===== src/verilog/fpec_consts.svh =====
// Constants for the flash program/erase control block.
// Assumes inclusion by bare name; definitions only.
`ifndef FPEC_CONSTS_SVH
`define FPEC_CONSTS_SVH

// ----------------------------------------
// Register byte addresses (Avalon word aligned)
// ----------------------------------------
`define FPEC_OFS_MODE_CTRL   4'h0
`define FPEC_OFS_OP_STATUS   4'h4
`define FPEC_OFS_ERASE_SMALL 4'h8
`define FPEC_OFS_ERASE_LARGE 4'hC
`define FPEC_OFS_OVERLAY     5'h10
`define FPEC_OFS_EVENT       5'h14

// ----------------------------------------
// Mode control field positions
// ----------------------------------------
`define FPEC_B_PIN_WE   7
`define FPEC_B_SW_WE    6
`define FPEC_B_ERS_SU   5
`define FPEC_B_PRG_SU   4
`define FPEC_B_ERS_VFY  3
`define FPEC_B_PRG_VFY  2
`define FPEC_B_ERS_GO   1
`define FPEC_B_PRG_GO   0

// Status and overlay fields
`define FPEC_B_ERR_FLAG 7
`define FPEC_B_OVL_SEL  3

// ----------------------------------------
// Reset values
// ----------------------------------------
`define FPEC_RST_BYTE   8'h00
`define FPEC_LARGE_RSVD 8'hC0

// Address map bases of the two mode groups
`define FPEC_BASE_LOW   24'h000000
`define FPEC_BASE_HIGH  24'h100000

// Program unit is 128 bytes: low seven address bits zero
`define FPEC_PUNIT_MASK 24'h00007F

`endif


===== src/verilog/fpec_pkg.sv =====
// Types for the flash program/erase control block.
// Assumes nothing of its surroundings.
package fpec_pkg;

	// Flash operating state seen by the array
	typedef enum logic [2:0] {
		FPEC_IDLE     = 3'b000,
		FPEC_ERS_SU   = 3'b001,
		FPEC_PRG_SU   = 3'b010,
		FPEC_ERASE    = 3'b011,
		FPEC_PROGRAM  = 3'b100,
		FPEC_ERS_VFY  = 3'b101,
		FPEC_PRG_VFY  = 3'b110,
		FPEC_PROTECT  = 3'b111
	} fpec_state_t;

endpackage


===== src/verilog/fpec_ctrl.sv =====
// Flash program/erase control and status registers on Avalon-MM.
// Assumes one clock, synchronous active-low reset, pins asynchronous.
`include "fpec_consts.svh"

module fpec_ctrl #(
	parameter bit          HAS_PROT_PIN = 1'b1, // Protect pin fitted
	parameter bit          LARGE_ARRAY  = 1'b1, // 14 blocks, else 12
	parameter int unsigned NUM_BLOCKS   = 14    // Erase blocks
) (
	// Clock and reset
	input  wire logic        clk,
	input  wire logic        rstn,
	// Avalon-MM slave
	input  wire logic [4:0]  avs_address,
	input  wire logic        avs_read,
	input  wire logic        avs_write,
	input  wire logic [31:0] avs_writedata,
	input  wire logic [3:0]  avs_byteenable,
	output logic [31:0]      avs_readdata,
	output logic             avs_waitrequest,
	// Pins and device strapping
	input  wire logic        pin_write_enable,
	input  wire logic [2:0]  mode_pins,
	input  wire logic        flash_enabled,
	input  wire logic        high_map,
	// Flash array side
	input  wire logic        op_fail,
	input  wire logic [23:0] prog_addr,
	output logic [2:0]       flash_state,
	output logic [NUM_BLOCKS-1:0] erase_block_sel,
	output logic [23:0]      erase_base,
	output logic             overlay_active,
	output logic [2:0]       overlay_block,
	output logic             prog_addr_ok
);

	// ----------------------------------------
	// Pin synchronisers
	// ----------------------------------------
	logic       pin_we_s;   // Synchronised protect pin
	logic [2:0] mode_s;     // Synchronised mode pins
	logic       fen_s;      // Synchronised flash enable
	logic       hmap_s;     // Synchronised map select
	logic       fail_s;     // Array failure, same clock

	fpec_sync u_sync_we (
		.clk       (clk),
		.rstn      (rstn),
		.pin_in    (pin_write_enable),
		.level_out (pin_we_s)
	);

	// Mode pins, flash enable and map select are straps
	genvar gi;
	generate
		for (gi = 0; gi < 3; gi++) begin : g_mode
			fpec_sync u_sync_md (
				.clk       (clk),
				.rstn      (rstn),
				.pin_in    (mode_pins[gi]),
				.level_out (mode_s[gi])
			);
		end
	endgenerate

	fpec_sync u_sync_fen (
		.clk       (clk),
		.rstn      (rstn),
		.pin_in    (flash_enabled),
		.level_out (fen_s)
	);

	fpec_sync u_sync_map (
		.clk       (clk),
		.rstn      (rstn),
		.pin_in    (high_map),
		.level_out (hmap_s)
	);

	assign fail_s = op_fail;

	// ----------------------------------------
	// Registers
	// ----------------------------------------
	logic [6:0] ctrl_r;        // Mode control bits 6..0
	logic [6:0] ctrl_nxt;
	logic [7:0] small_r;       // Small block select
	logic [7:0] small_nxt;
	logic [7:0] large_r;       // Large block select
	logic [7:0] large_nxt;
	logic [3:0] ovl_r;         // Overlay select and area
	logic [3:0] ovl_nxt;
	logic       err_r;         // Operation error flag
	logic       ack_r;         // Access answered

	// ----------------------------------------
	// Decode
	// ----------------------------------------
	wire        acc      = (avs_read | avs_write) & ~ack_r;
	// A write lands at the answering edge, the one where waitrequest is
	// low, so a master that holds its request never sees it land early
	wire        wr_en    = avs_write & ~avs_waitrequest & avs_byteenable[0];
	wire        sel_ctrl = (avs_address == 5'(`FPEC_OFS_MODE_CTRL));
	wire        sel_stat = (avs_address == 5'(`FPEC_OFS_OP_STATUS));
	wire        sel_sml  = (avs_address == 5'(`FPEC_OFS_ERASE_SMALL));
	wire        sel_lrg  = (avs_address == 5'(`FPEC_OFS_ERASE_LARGE));
	wire        sel_ovl  = (avs_address == `FPEC_OFS_OVERLAY);
	wire [7:0]  wd       = avs_writedata[7:0];

	// Pin-level enable as software sees it
	wire        mode_lo  = (mode_s == 3'h1) | (mode_s == 3'h2);
	wire        pin_bit  = HAS_PROT_PIN ? pin_we_s
	                                    : ~mode_lo;
	wire        sw_we    = ctrl_r[`FPEC_B_SW_WE];
	wire        both_en  = pin_bit & sw_we;
	// Overlay and error both lock the array out
	wire        locked   = err_r | ovl_r[`FPEC_B_OVL_SEL];

	// Select values after this cycle's write, before any clearing.
	// Built from the registers and the bus, not from the _nxt values,
	// so the multi-bit clear cannot feed back into itself.
	wire [7:0]  lrg_wd   = LARGE_ARRAY ? wd
	                                   : {wd[7:6], 2'b00, wd[3:0]};
	wire [7:0]  sml_cand = (wr_en && sel_sml) ? wd : small_r;
	wire [7:0]  lrg_cand = (wr_en && sel_lrg) ? lrg_wd : large_r;

	// Multiple-bit detect across both select registers
	wire [13:0] sel_all  = {lrg_cand[5:0], sml_cand};
	wire        multi    = (sel_all & (sel_all - 14'h1)) != 14'h0;

	// ----------------------------------------
	// Next-state of mode control
	// ----------------------------------------
	always_comb begin
		ctrl_nxt = ctrl_r;
		if (wr_en && sel_ctrl) begin
			ctrl_nxt[`FPEC_B_SW_WE] = wd[`FPEC_B_SW_WE];
			// Other bits settable only while enabled
			if (wd[`FPEC_B_SW_WE] && pin_bit) begin
				ctrl_nxt[5:2] = wd[5:2];
				// Go bits need their setup bit already set
				ctrl_nxt[`FPEC_B_ERS_GO] = wd[`FPEC_B_ERS_GO] &
					ctrl_r[`FPEC_B_ERS_SU] & ~err_r;
				ctrl_nxt[`FPEC_B_PRG_GO] = wd[`FPEC_B_PRG_GO] &
					ctrl_r[`FPEC_B_PRG_SU] & ~err_r;
			end else begin
				ctrl_nxt[5:0] = 6'h00;
			end
		end
		// Losing either enable clears the operating bits
		if (!pin_bit || !ctrl_nxt[`FPEC_B_SW_WE]) begin
			ctrl_nxt[5:0] = 6'h00;
		end
		// Cleared setup drops its go bit
		if (!ctrl_nxt[`FPEC_B_ERS_SU]) begin
			ctrl_nxt[`FPEC_B_ERS_GO] = 1'b0;
		end
		if (!ctrl_nxt[`FPEC_B_PRG_SU]) begin
			ctrl_nxt[`FPEC_B_PRG_GO] = 1'b0;
		end
	end

	// ----------------------------------------
	// Next-state of select registers
	// ----------------------------------------
	always_comb begin
		// Take the written value; bit 0 block 8, bits 1..5 blocks 9..13
		small_nxt = sml_cand;
		large_nxt = lrg_cand;
		if (multi) begin
			small_nxt = `FPEC_RST_BYTE;
			large_nxt[5:0] = 6'h00;
		end
		if (!ctrl_nxt[`FPEC_B_SW_WE]) begin
			small_nxt = `FPEC_RST_BYTE;
			large_nxt = `FPEC_RST_BYTE;
		end
	end

	// Overlay register next value
	always_comb begin
		ovl_nxt = ovl_r;
		if (wr_en && sel_ovl) begin
			ovl_nxt = wd[3:0];
		end
	end

	// ----------------------------------------
	// Register update
	// ----------------------------------------
	always_ff @(posedge clk) begin
		if (!rstn) begin
			ctrl_r  <= 7'h00;
			small_r <= `FPEC_RST_BYTE;
			large_r <= `FPEC_RST_BYTE;
			ovl_r   <= 4'h0;
		end else begin
			ctrl_r  <= ctrl_nxt;
			small_r <= small_nxt;
			large_r <= large_nxt;
			ovl_r   <= ovl_nxt;
		end
	end

	// Error flag: failure during program or erase; only reset clears.
	// The failure level comes from the array on this clock, so it is not
	// synchronised; a failure while no go bit is set is ignored.
	always_ff @(posedge clk) begin
		if (!rstn) begin
			err_r <= 1'b0;
		end else if (fail_s && (ctrl_r[1] || ctrl_r[0])) begin
			err_r <= 1'b1;
		end
	end

	// ----------------------------------------
	// Bus answer: one wait cycle, then ack
	// ----------------------------------------
	// Read data is captured at the taking edge and stands through the
	// answering cycle; writes to the status register change nothing.
	logic [7:0] rd_byte;

	always_comb begin
		rd_byte = 8'h00;
		if (sel_ctrl) begin
			rd_byte = {pin_bit, ctrl_r};
		end else if (sel_stat) begin
			// Only the error flag; disabled flash reads zero
			rd_byte = fen_s ? {err_r, 7'h00} : 8'h00;
		end else if (sel_sml) begin
			rd_byte = small_r;
		end else if (sel_lrg) begin
			rd_byte = large_r;
		end else if (sel_ovl) begin
			rd_byte = {4'h0, ovl_r};
		end
	end

	always_ff @(posedge clk) begin
		if (!rstn) begin
			ack_r        <= 1'b0;
			avs_readdata <= 32'h0000_0000;
		end else begin
			ack_r        <= acc;
			if (acc && avs_read) begin
				avs_readdata <= {24'h00_0000, rd_byte};
			end
		end
	end

	// Waitrequest high until the ack cycle
	always_ff @(posedge clk) begin
		if (!rstn) begin
			avs_waitrequest <= 1'b1;
		end else begin
			avs_waitrequest <= ~acc;
		end
	end

	// ----------------------------------------
	// Flash state decode
	// ----------------------------------------
	fpec_pkg::fpec_state_t st_nxt;

	always_comb begin
		if (!pin_bit || locked) begin
			st_nxt = fpec_pkg::FPEC_PROTECT;
		end else if (ctrl_r[`FPEC_B_ERS_GO]) begin
			st_nxt = fpec_pkg::FPEC_ERASE;
		end else if (ctrl_r[`FPEC_B_PRG_GO]) begin
			st_nxt = fpec_pkg::FPEC_PROGRAM;
		end else if (ctrl_r[`FPEC_B_ERS_SU]) begin
			st_nxt = fpec_pkg::FPEC_ERS_SU;
		end else if (ctrl_r[`FPEC_B_PRG_SU]) begin
			st_nxt = fpec_pkg::FPEC_PRG_SU;
		end else if (ctrl_r[`FPEC_B_ERS_VFY]) begin
			st_nxt = fpec_pkg::FPEC_ERS_VFY;
		end else if (ctrl_r[`FPEC_B_PRG_VFY]) begin
			st_nxt = fpec_pkg::FPEC_PRG_VFY;
		end else begin
			st_nxt = fpec_pkg::FPEC_IDLE;
		end
	end

	// Block select in block order, cut to the array size
	wire [13:0] blk_vec = {large_r[5:0], small_r};
	wire [NUM_BLOCKS-1:0] blk_cut = blk_vec[NUM_BLOCKS-1:0];

	// ----------------------------------------
	// Registered outputs to the array
	// ----------------------------------------
	always_ff @(posedge clk) begin
		if (!rstn) begin
			flash_state     <= 3'b000;
			erase_block_sel <= '0;
			erase_base      <= `FPEC_BASE_LOW;
			overlay_active  <= 1'b0;
			overlay_block   <= 3'h0;
			prog_addr_ok    <= 1'b0;
		end else begin
			flash_state     <= st_nxt;
			erase_block_sel <= blk_cut;
			erase_base      <= hmap_s ? `FPEC_BASE_HIGH
			                          : `FPEC_BASE_LOW;
			overlay_active  <= ovl_r[`FPEC_B_OVL_SEL];
			overlay_block   <= ovl_r[2:0];
			prog_addr_ok    <=
				(prog_addr & `FPEC_PUNIT_MASK) == 24'h0;
		end
	end

endmodule // fpec_ctrl


===== src/verilog/fpec_sync.sv =====
// Two-flop synchroniser for one pin level.
// Assumes the pin is asynchronous to clk.
module fpec_sync (
	// Clock and reset
	input  wire logic clk,
	input  wire logic rstn,
	// Pin and synchronised level
	input  wire logic pin_in,
	output logic      level_out
);

	logic meta_r;  // First stage, read only by second

	// ----------------------------------------
	// Two stages
	// ----------------------------------------
	always_ff @(posedge clk) begin
		if (!rstn) begin
			meta_r    <= 1'b0;
			level_out <= 1'b0;
		end else begin
			meta_r    <= pin_in;
			level_out <= meta_r;
		end
	end

endmodule // fpec_sync


===== config.mk =====
export PLATFORM = sky130hd
export DESIGN_NAME = fpec_ctrl
export DESIGN_NICKNAME = d
export VERILOG_FILES = /design/src/verilog/fpec_pkg.sv /design/src/verilog/fpec_ctrl.sv /design/src/verilog/fpec_sync.sv
export VERILOG_INCLUDE_DIRS = /design/src /design/src/verilog
export SDC_FILE = /design/constraint.sdc
export NUM_CORES = 1
export LEC_CHECK = 0
export BUFFER_PORTS_ARGS = -buffer_cell sky130_fd_sc_hd__buf_2
export CAP_MARGIN = 15
export CORE_AREA = 2 2 91 93
export CTS_BUF_LIST = sky130_fd_sc_hd__clkbuf_8
export DETAILED_ROUTE_END_ITERATION = 10
export DIE_AREA = 0 0 93 95
export GPL_TIMING_DRIVEN = 0
export PLACE_DENSITY = 0.88
export SYNTH_ARGS = -nofsm -noshare
export SYNTH_HDL_FRONTEND = slang
export SYNTH_SLANG_ARGS = --single-unit

===== constraint.sdc =====
create_clock -name clk -period 2.2 [get_ports clk]
set_input_delay 0.22 -clock clk [delete_from_list [all_inputs] [get_ports clk]]
set_output_delay 0.22 -clock clk [all_outputs]
set_load 0.01 [all_outputs]

==> out/qor.csv, run 1 <==
stage;metric;value;unit
yosys;synth.distinct_cells;58;
global_route;grt_pass1_vias;2666;
power;p_int;0.00181;W
yosys;synth-seq-area-share;39.9;%
final_layout;drive_above_1_share;36.8;%
global_route;overflow;0;
floorplanning;io_pins;155;
global_route;gr-usage-met3;4.95;%
floorplanning;rows;33;
power;total_power;0.00241;W
floorplanning;die_area;8840;um^2
yosys;synth-xor-area-share;0;%
worst_hold_path;whs_path_depth;2;
final_layout;num_antenna_cells;0;
yosys;yosys_warnings;0;
drt;dr.pass1.iters;5;
yosys;synthArstFlopShare;0;%
global_route;antenna_found_initial;0;
outcome;status;finished, violations left;
timing;relSlewSlack;46.9;%
final_layout;final_nets;554;
timing;finalHoldViolCount;0;
critical_path;required;2490;ps
cts;cts_tree;built;
placed_design;dp_hpwl;6.11;mm
cts;htreeDepth;3;
job;max-cap-violations;0;
yosys;synth_mux_area_share;8.45;%
placed_design;port_buffers;55;
critical_path;critical_path.endpoint_type;flip-flop;
power;p_sw_share;24.9;%
global_route;grt_max_degree;11;
final_layout;final_cells;586;
global_route;grtUsageMet2;32.9;%
critical_path;start_kind;flip-flop;
yosys;synth_top_family_by_area;simple AND/OR/NAND/NOR gates;
timing;rsz0062_at_grt;true;
yosys;ys.flop_type;dfxtp_1;
cts;cts_hold_buf;0;
final_layout;syn2layout_area_growth;28.4;%
timing;fin_crit_sh;101;%
drt;wl_per_cell;14.5;um
yosys;yosysTopAreaCellShare;39.9;%
floorplanning;die_w;93;um
timing;hold_ws;78.4;ps
global_route;track_usage;19.5;%
cts;cts-root-buf;clkbuf_8;
yosys;synthAdderAreaFrac;0.298;%
worst_hold_path;worstHoldPathType;in2reg;
critical_path;crit_fanout;5;
yosys;synth_compound_area_share;12.2;%
timing;clock_skew;11.8;ps
yosys;syn_area;3360;um^2
yosys;synth.avg_cell_area;9.44;um^2
timing;fmax;0.452;GHz
global_route;grt_pass1_wl;13.2;mm
yosys;synth_area_leader_cell;dfxtp_1;
cts;insertion_delay;350;ps
yosys;ys_seq_elements;67;
yosys;synth_edf_count;0;
outcome;violations;setup timing;
global_route;met1_usage;22.9;%
power;power_leakage;1.91;nW
floorplanning;coreArea;7930;um^2
timing;totalNegativeSetupSlack;-22.1;ps
drt;initialDrtViolationCount;140;
cts;cts_buffers;9;
floorplanning;initial_core_util;42.4;%
power;p_sw;0.000599;W
drt;wirelength;8.48;mm
floorplanning;die_y;95;um
critical_path;reg2reg_depth;7;
yosys;synthTopCellsByArea;dfxtp_1, buf_4, mux2i_1;
placed_design;place_inst;562;
placed_design;place.gp.congestion;0.934;
yosys;synthCells;356;
cts;clk_pin_slew;70;ps
global_route;top_usage_layer;met2;
cts;cts_sinks;67;
power;irDropWorstVdd;0.232;mV
power;pwr_density_cell;558;nW/um^2
timing;setup_ws;-12.1;ps
critical_path;crit_type;reg2reg;
drt;vias;2900;
timing;min_period;2210;ps
yosys;yosys.area_share.simple;23.1;%
power;power.clock.fraction;37.0;%
drt;vias_per_cell;4.95;
timing;drv_slew;0;
drt;drc;0;
timing;worst_pin_slew;795;ps
power;seq_power_share;51.6;%
critical_path;worst_ep_arrival_time;2500;ps
drt;antenna_left;0;
power;combPwrFrac;11.4;%
timing;setup_violations;3;
cts;cts_buffer_depth;2;
-- logic make-up after synthesis --
logic type      Yosys count
flops                    67
compound gates           57
fa+ha+maj                 1
buf+inv                  74
simple gates            128
mux                      28
other cells               1
-- Yosys cell counts (5+ instances only) --
library cell / number
a21oi_1: 13
a221oi_1: 6
and2_1: 25
and3_1: 5
buf_4: 51
clkbuf_1: 9
dfxtp_1: 67
inv_1: 5
mux2i_1: 25
nand2_1: 9
nand3_1: 6
nor2_1: 30
nor3_1: 11
nor3_2: 10
nor4_1: 5
o21ai_0: 7
or3_1: 5
-- placed cells by master (no fill, tap or decap), types with 2 or more instances in the layout --
cell	netlist	final
a211oi_1	4	4
a21oi_1	13	13
a221oi_1	6	6
a22oi_1	4	4
and2_1	25	25
and3_1	5	5
buf_2	1	56
buf_4	51	59
buf_6	4	4
buf_8	1	2
clkbuf_1	9	9
clkbuf_8	1	12
conb_1	1	47
dfxtp_1	67	64
dfxtp_4	0	2
inv_1	5	6
mux2_2	3	2
mux2i_1	25	25
nand2_1	9	9
nand3_1	6	5
nand3b_1	2	2
nand4_1	3	3
nor2_1	30	29
nor2b_1	2	2
nor3_1	11	6
nor3_2	10	11
nor3_4	1	5
nor4_1	5	4
o211ai_1	4	4
o21a_1	3	3
o21ai_0	7	7
o21bai_1	2	2
o22ai_1	3	3
or2_2	3	3
or3_1	5	5
-- cell type report --
cell class	count	area (um^2)
flip-flops and latches	67	1350
inverters	6	22.5
well taps	105	131
multi-input cells	261	1750
fillers	720	3610
clock inverters	3	16.3
repair buffers	65	372
clock buffers	11	151
plain buffers	68	518
-- worst max-delay path, cell delays in order (launching register included) --
cell and delay, ps:
dfxtp_4 350, or4_4 530, or3_4 370, o41ai_2 230, a22o_2 220, nand4_4 130
clkbuf_16 200, nor3_2 130
-- worst paths after layout --
check	from	to	slack, ps
max	small_r[5]	small_r[3]	-10
min	flash_enabled	u_sync_fen.meta_r	80
max reg2reg	small_r[5]	small_r[3]	-10
min reg2reg	u_sync_fen.meta_r	u_sync_fen.level_out	440
-- metal layers --
metal / wire length [um] / part of all wire, %
met5: 0 / 0
met4: 173 / 2.0
met3: 615 / 7.3
met2: 4290 / 51
met1: 3400 / 40
-- state kept, by name, indices dropped and copies added, names as in the netlist, 3 cells and up --
register,count
avs_readdata,8
ctrl_r,7
erase_block_sel,14
flash_state,3
large_r,8
overlay_block,3
ovl_r,4
small_r,8
-- per-stage QoR --
step	instance area, um^2	utilization (%)	setup slack, ps
after floorplan	3550	-	-82.9
after global placement	3950	49.9	-369
after detailed placement	3950	49.9	-397
after CTS	4240	53.5	-13.6
after global routing	4310	54.4	-69.2
final	4310	54.4	-12.1
-- what timing repair did --
action	in CTS	in global routing
setup buffers	5	4
pin swaps	1	2
cloned	1	0
gates resized for setup	16	9
setup endpoints to repair	14	18
-- power by group through the flow --
stage,Combinational [W],Sequential (W),Clock [W]
floorplan,0.000189,0.00128,0
global placement,0.000263,0.00127,0
finish,0.000276,0.00124,0.000891
detailed placement,0.000267,0.00127,0
CTS,0.000269,0.00124,0.000903
global route,0.000301,0.00124,0.000956
Power figures use the tool's default switching activity.
==> run 2, diff against run 1 <==
Settings changed: PLACE_DENSITY 0.88 to 0.87, SYNTH_HIERARCHICAL set to 1.
==> run 2 against run 1 <==
Compared with the run above: the flow now finishes without violations; first-iteration DRC count grew 42%; total power grew 6.0%; final cell count grew 0.17%; highest routed layer unchanged.
==> out/qor.csv, run 2 <==
stage;metric;value;unit;change
power;seq_power_share;48.4;%;-3.2 points
critical_path;crit_fanout;10;;+5
final_layout;fill_cells;741;;+2.9%
timing;worst_pin_slew;738;ps;-57.2 ps
timing;rsz0062_at_grt;false;;
floorplanning;coreArea;7930;um^2;unchanged
power;power.clock.fraction;42.0;%;+5.0 points
critical_path;crit_type;reg2reg;;
yosys;ys.flop_type;dfxtp_1;;
final_layout;drive_above_1_share;28.8;%;-8.0 points
yosys;synth_area_leader_cell;dfxtp_1;;
global_route;grt_pass1_vias;2568;;-3.7%
power;p_sw_share;22.6;%;-2.3 points
power;irDropWorstVdd;0.264;mV;+14%
drt;initialDrtViolationCount;199;;+42%
critical_path;worst_ep_arrival_time;2310;ps;-190 ps
cts;cts-root-buf;clkbuf_8;;
power;total_power;0.00255;W;+6.0%
floorplanning;die_w;93;um;unchanged
global_route;overflow;0;;unchanged
final_layout;regMostFlops;erase_block_sel;;
drt;vias;2782;;-4.1%
job;max-cap-violations;0;;unchanged
floorplanning;die_area;8840;um^2;unchanged
yosys;synth.avg_cell_area;8.92;um^2;-5.5%
floorplanning;io_pins;155;;unchanged
timing;fin_crit_sh;94.1;%;-6.5 points
yosys;yosysTopAreaCellShare;40.9;%;+0.96 points
critical_path;critical_path.endpoint_type;flip-flop;;
floorplanning;rows;33;;unchanged
cts;htreeDepth;3;;unchanged
final_layout;num_antenna_cells;0;;unchanged
global_route;grt_pass1_wl;12.1;mm;-8.1%
placed_design;dp_hpwl;5.64;mm;-7.6%
global_route;antenna_found_initial;0;;unchanged
power;pwr_density_cell;628;nW/um^2;+12%
global_route;track_usage;17.6;%;-1.8 points
placed_design;port_buffers;53;;-3.6%
drt;wirelength;7.63;mm;-10%
timing;clock_skew;5.65;ps;-6.20 ps
yosys;synth-seq-area-share;40.9;%;+0.96 points
power;combPwrFrac;9.6;%;-1.8 points
final_layout;final_nets;554;;unchanged
timing;drv_slew;0;;unchanged
yosys;synthArstFlopShare;0;%;unchanged
drt;dr.pass1.iters;5;;unchanged
drt;wl_per_cell;13.0;um;-10%
power;power_leakage;1.94;nW;+1.7%
yosys;synth_edf_count;0;;unchanged
floorplanning;die_y;95;um;unchanged
timing;relSlewSlack;50.4;%;+3.5 points
final_layout;largest_register_ffs;14;;unchanged
cts;cts_sinks;67;;unchanged
yosys;synthTopCellsByArea;dfxtp_1, buf_4, mux2i_1;;
final_layout;final_cells;587;;+0.17%
placed_design;place_inst;572;;+1.8%
final_layout;layout_commonest_cell;dfxtp_1;;
timing;totalNegativeSetupSlack;0;ps;+22.1 ps
placed_design;place.gp.congestion;0.886;;-5.2%
outcome;status;finished clean;;
floorplanning;initial_core_util;41.4;%;-0.99 points
drt;antenna_left;0;;unchanged
drt;vias_per_cell;4.74;;-4.2%
yosys;yosys_warnings;6;;+6
cts;insertion_delay;340;ps;about the same
cts;clk_pin_slew;70;ps;about the same
drt;drc;0;;unchanged
timing;fmax;0.483;GHz;+6.9%
yosys;ys_seq_elements;67;;unchanged
power;p_int;0.00198;W;+9.2%
critical_path;required;2440;ps;-50 ps
cts;cts_buffer_depth;2;;unchanged
timing;finalHoldViolCount;0;;unchanged
cts;cts_tree;built;;
cts;cts_buffers;9;;unchanged
final_layout;final_cell_mix;dfxtp_1, buf_2, buf_4, conb_1, nor2_1;;
timing;setup_violations;0;;-3
yosys;yosysMostFrequentCell;dfxtp_1;;
yosys;synthTopCellsByCount;dfxtp_1, buf_4, nor2_1;;
power;p_sw;0.000577;W;-3.6%
global_route;grt_max_degree;11;;unchanged
critical_path;start_kind;flip-flop;;
yosys;synthCells;368;;+3.4%
yosys;synth.distinct_cells;47;;-19%
worst_hold_path;worstHoldPathType;in2reg;;
timing;min_period;2070;ps;-143 ps
final_layout;syn2layout_area_growth;23.9;%;
yosys;syn_area;3280;um^2;-2.3%
run 2: worst max-delay path: stages, from the launching register on:
cell     delay, ps
dfxtp_1        310
and3b_1        200
buf_2          180
nand4_1        200
mux2_2         330
a21oi_1         80
o32a_2         470
and4_2         200
run 2: worst paths after layout:
check                         start              endpoint  slack, ps  depth (start not counted)
setup reg to reg    avs_waitrequest            large_r[0]        130                          7
setup / recovery    avs_waitrequest            large_r[0]        130                          7
hold reg to reg   u_sync_map/meta_r  u_sync_map/level_out        430                          1
hold / removal     pin_write_enable      u_sync_we/meta_r         80                          2
run 2: final cells by class:
| cell class | instances | area, um^2 | area share (%) |
|---|---|---|---|
| multi-input combinational | 273 | 1630 | 40.0 |
| sequential | 67 | 1340 | 33.0 |
| buffer | 68 | 465 | 11.4 |
| timing repair buffer | 53 | 265 | 6.52 |
| clock buffer | 13 | 179 | 4.40 |
| tap | 105 | 131 | 3.23 |
| clock inverter | 2 | 33.8 | 0.831 |
| inverter | 6 | 22.5 | 0.554 |
run 2: cell families after synthesis:
kind of cell | synth area share [%]
and+or+nand+nor | 24.3
buffers and inverters | 14.8
DFF | 40.9
AOI/OAI and AO/OA | 10.6
muxes | 8.08
adders and majority gates | 1.22
other | 0.114
run 2: what timing repair did:
action                     in CTS  in global routing
buffers inserted                0                  0
resized for setup               0                  2
hold endpoints to repair        0                  0
hold buffers                    0                  0
setup endpoints to repair       0                  1
run 2: power groups by stage:
stage                     Sequential [W]  Combinational [W]  Clock [W]
after floorplan                  0.00127           0.000170          0
after global placement           0.00126           0.000236          0
after detailed placement         0.00126           0.000239          0
after CTS                        0.00124           0.000240    0.00109
after global routing             0.00124           0.000267    0.00115
final                            0.00124           0.000244    0.00107
run 2: layer usage:
layer,GRT usage (%),part of all wire [%]
met1,21.2,41
met2,29.3,47
met3,4.95,8.8
met4,7.84,2.6
met5,0,0
run 2: stage by stage:
| step | area (um^2) | setup slack [ps] | hold WS [ps] | utilization, % |
|---|---|---|---|---|
| detailed placement | 3850 | 182 | 416 | 48.6 |
| floorplan | 3450 | 320 | 342 | - |
| global route | 4070 | 19.9 | 82.5 | 51.3 |
| finish | 4070 | 131 | 77.3 | 51.3 |
| CTS | 4060 | 159 | 64.3 | 51.3 |
| global placement | 3850 | 172 | 414 | 48.6 |
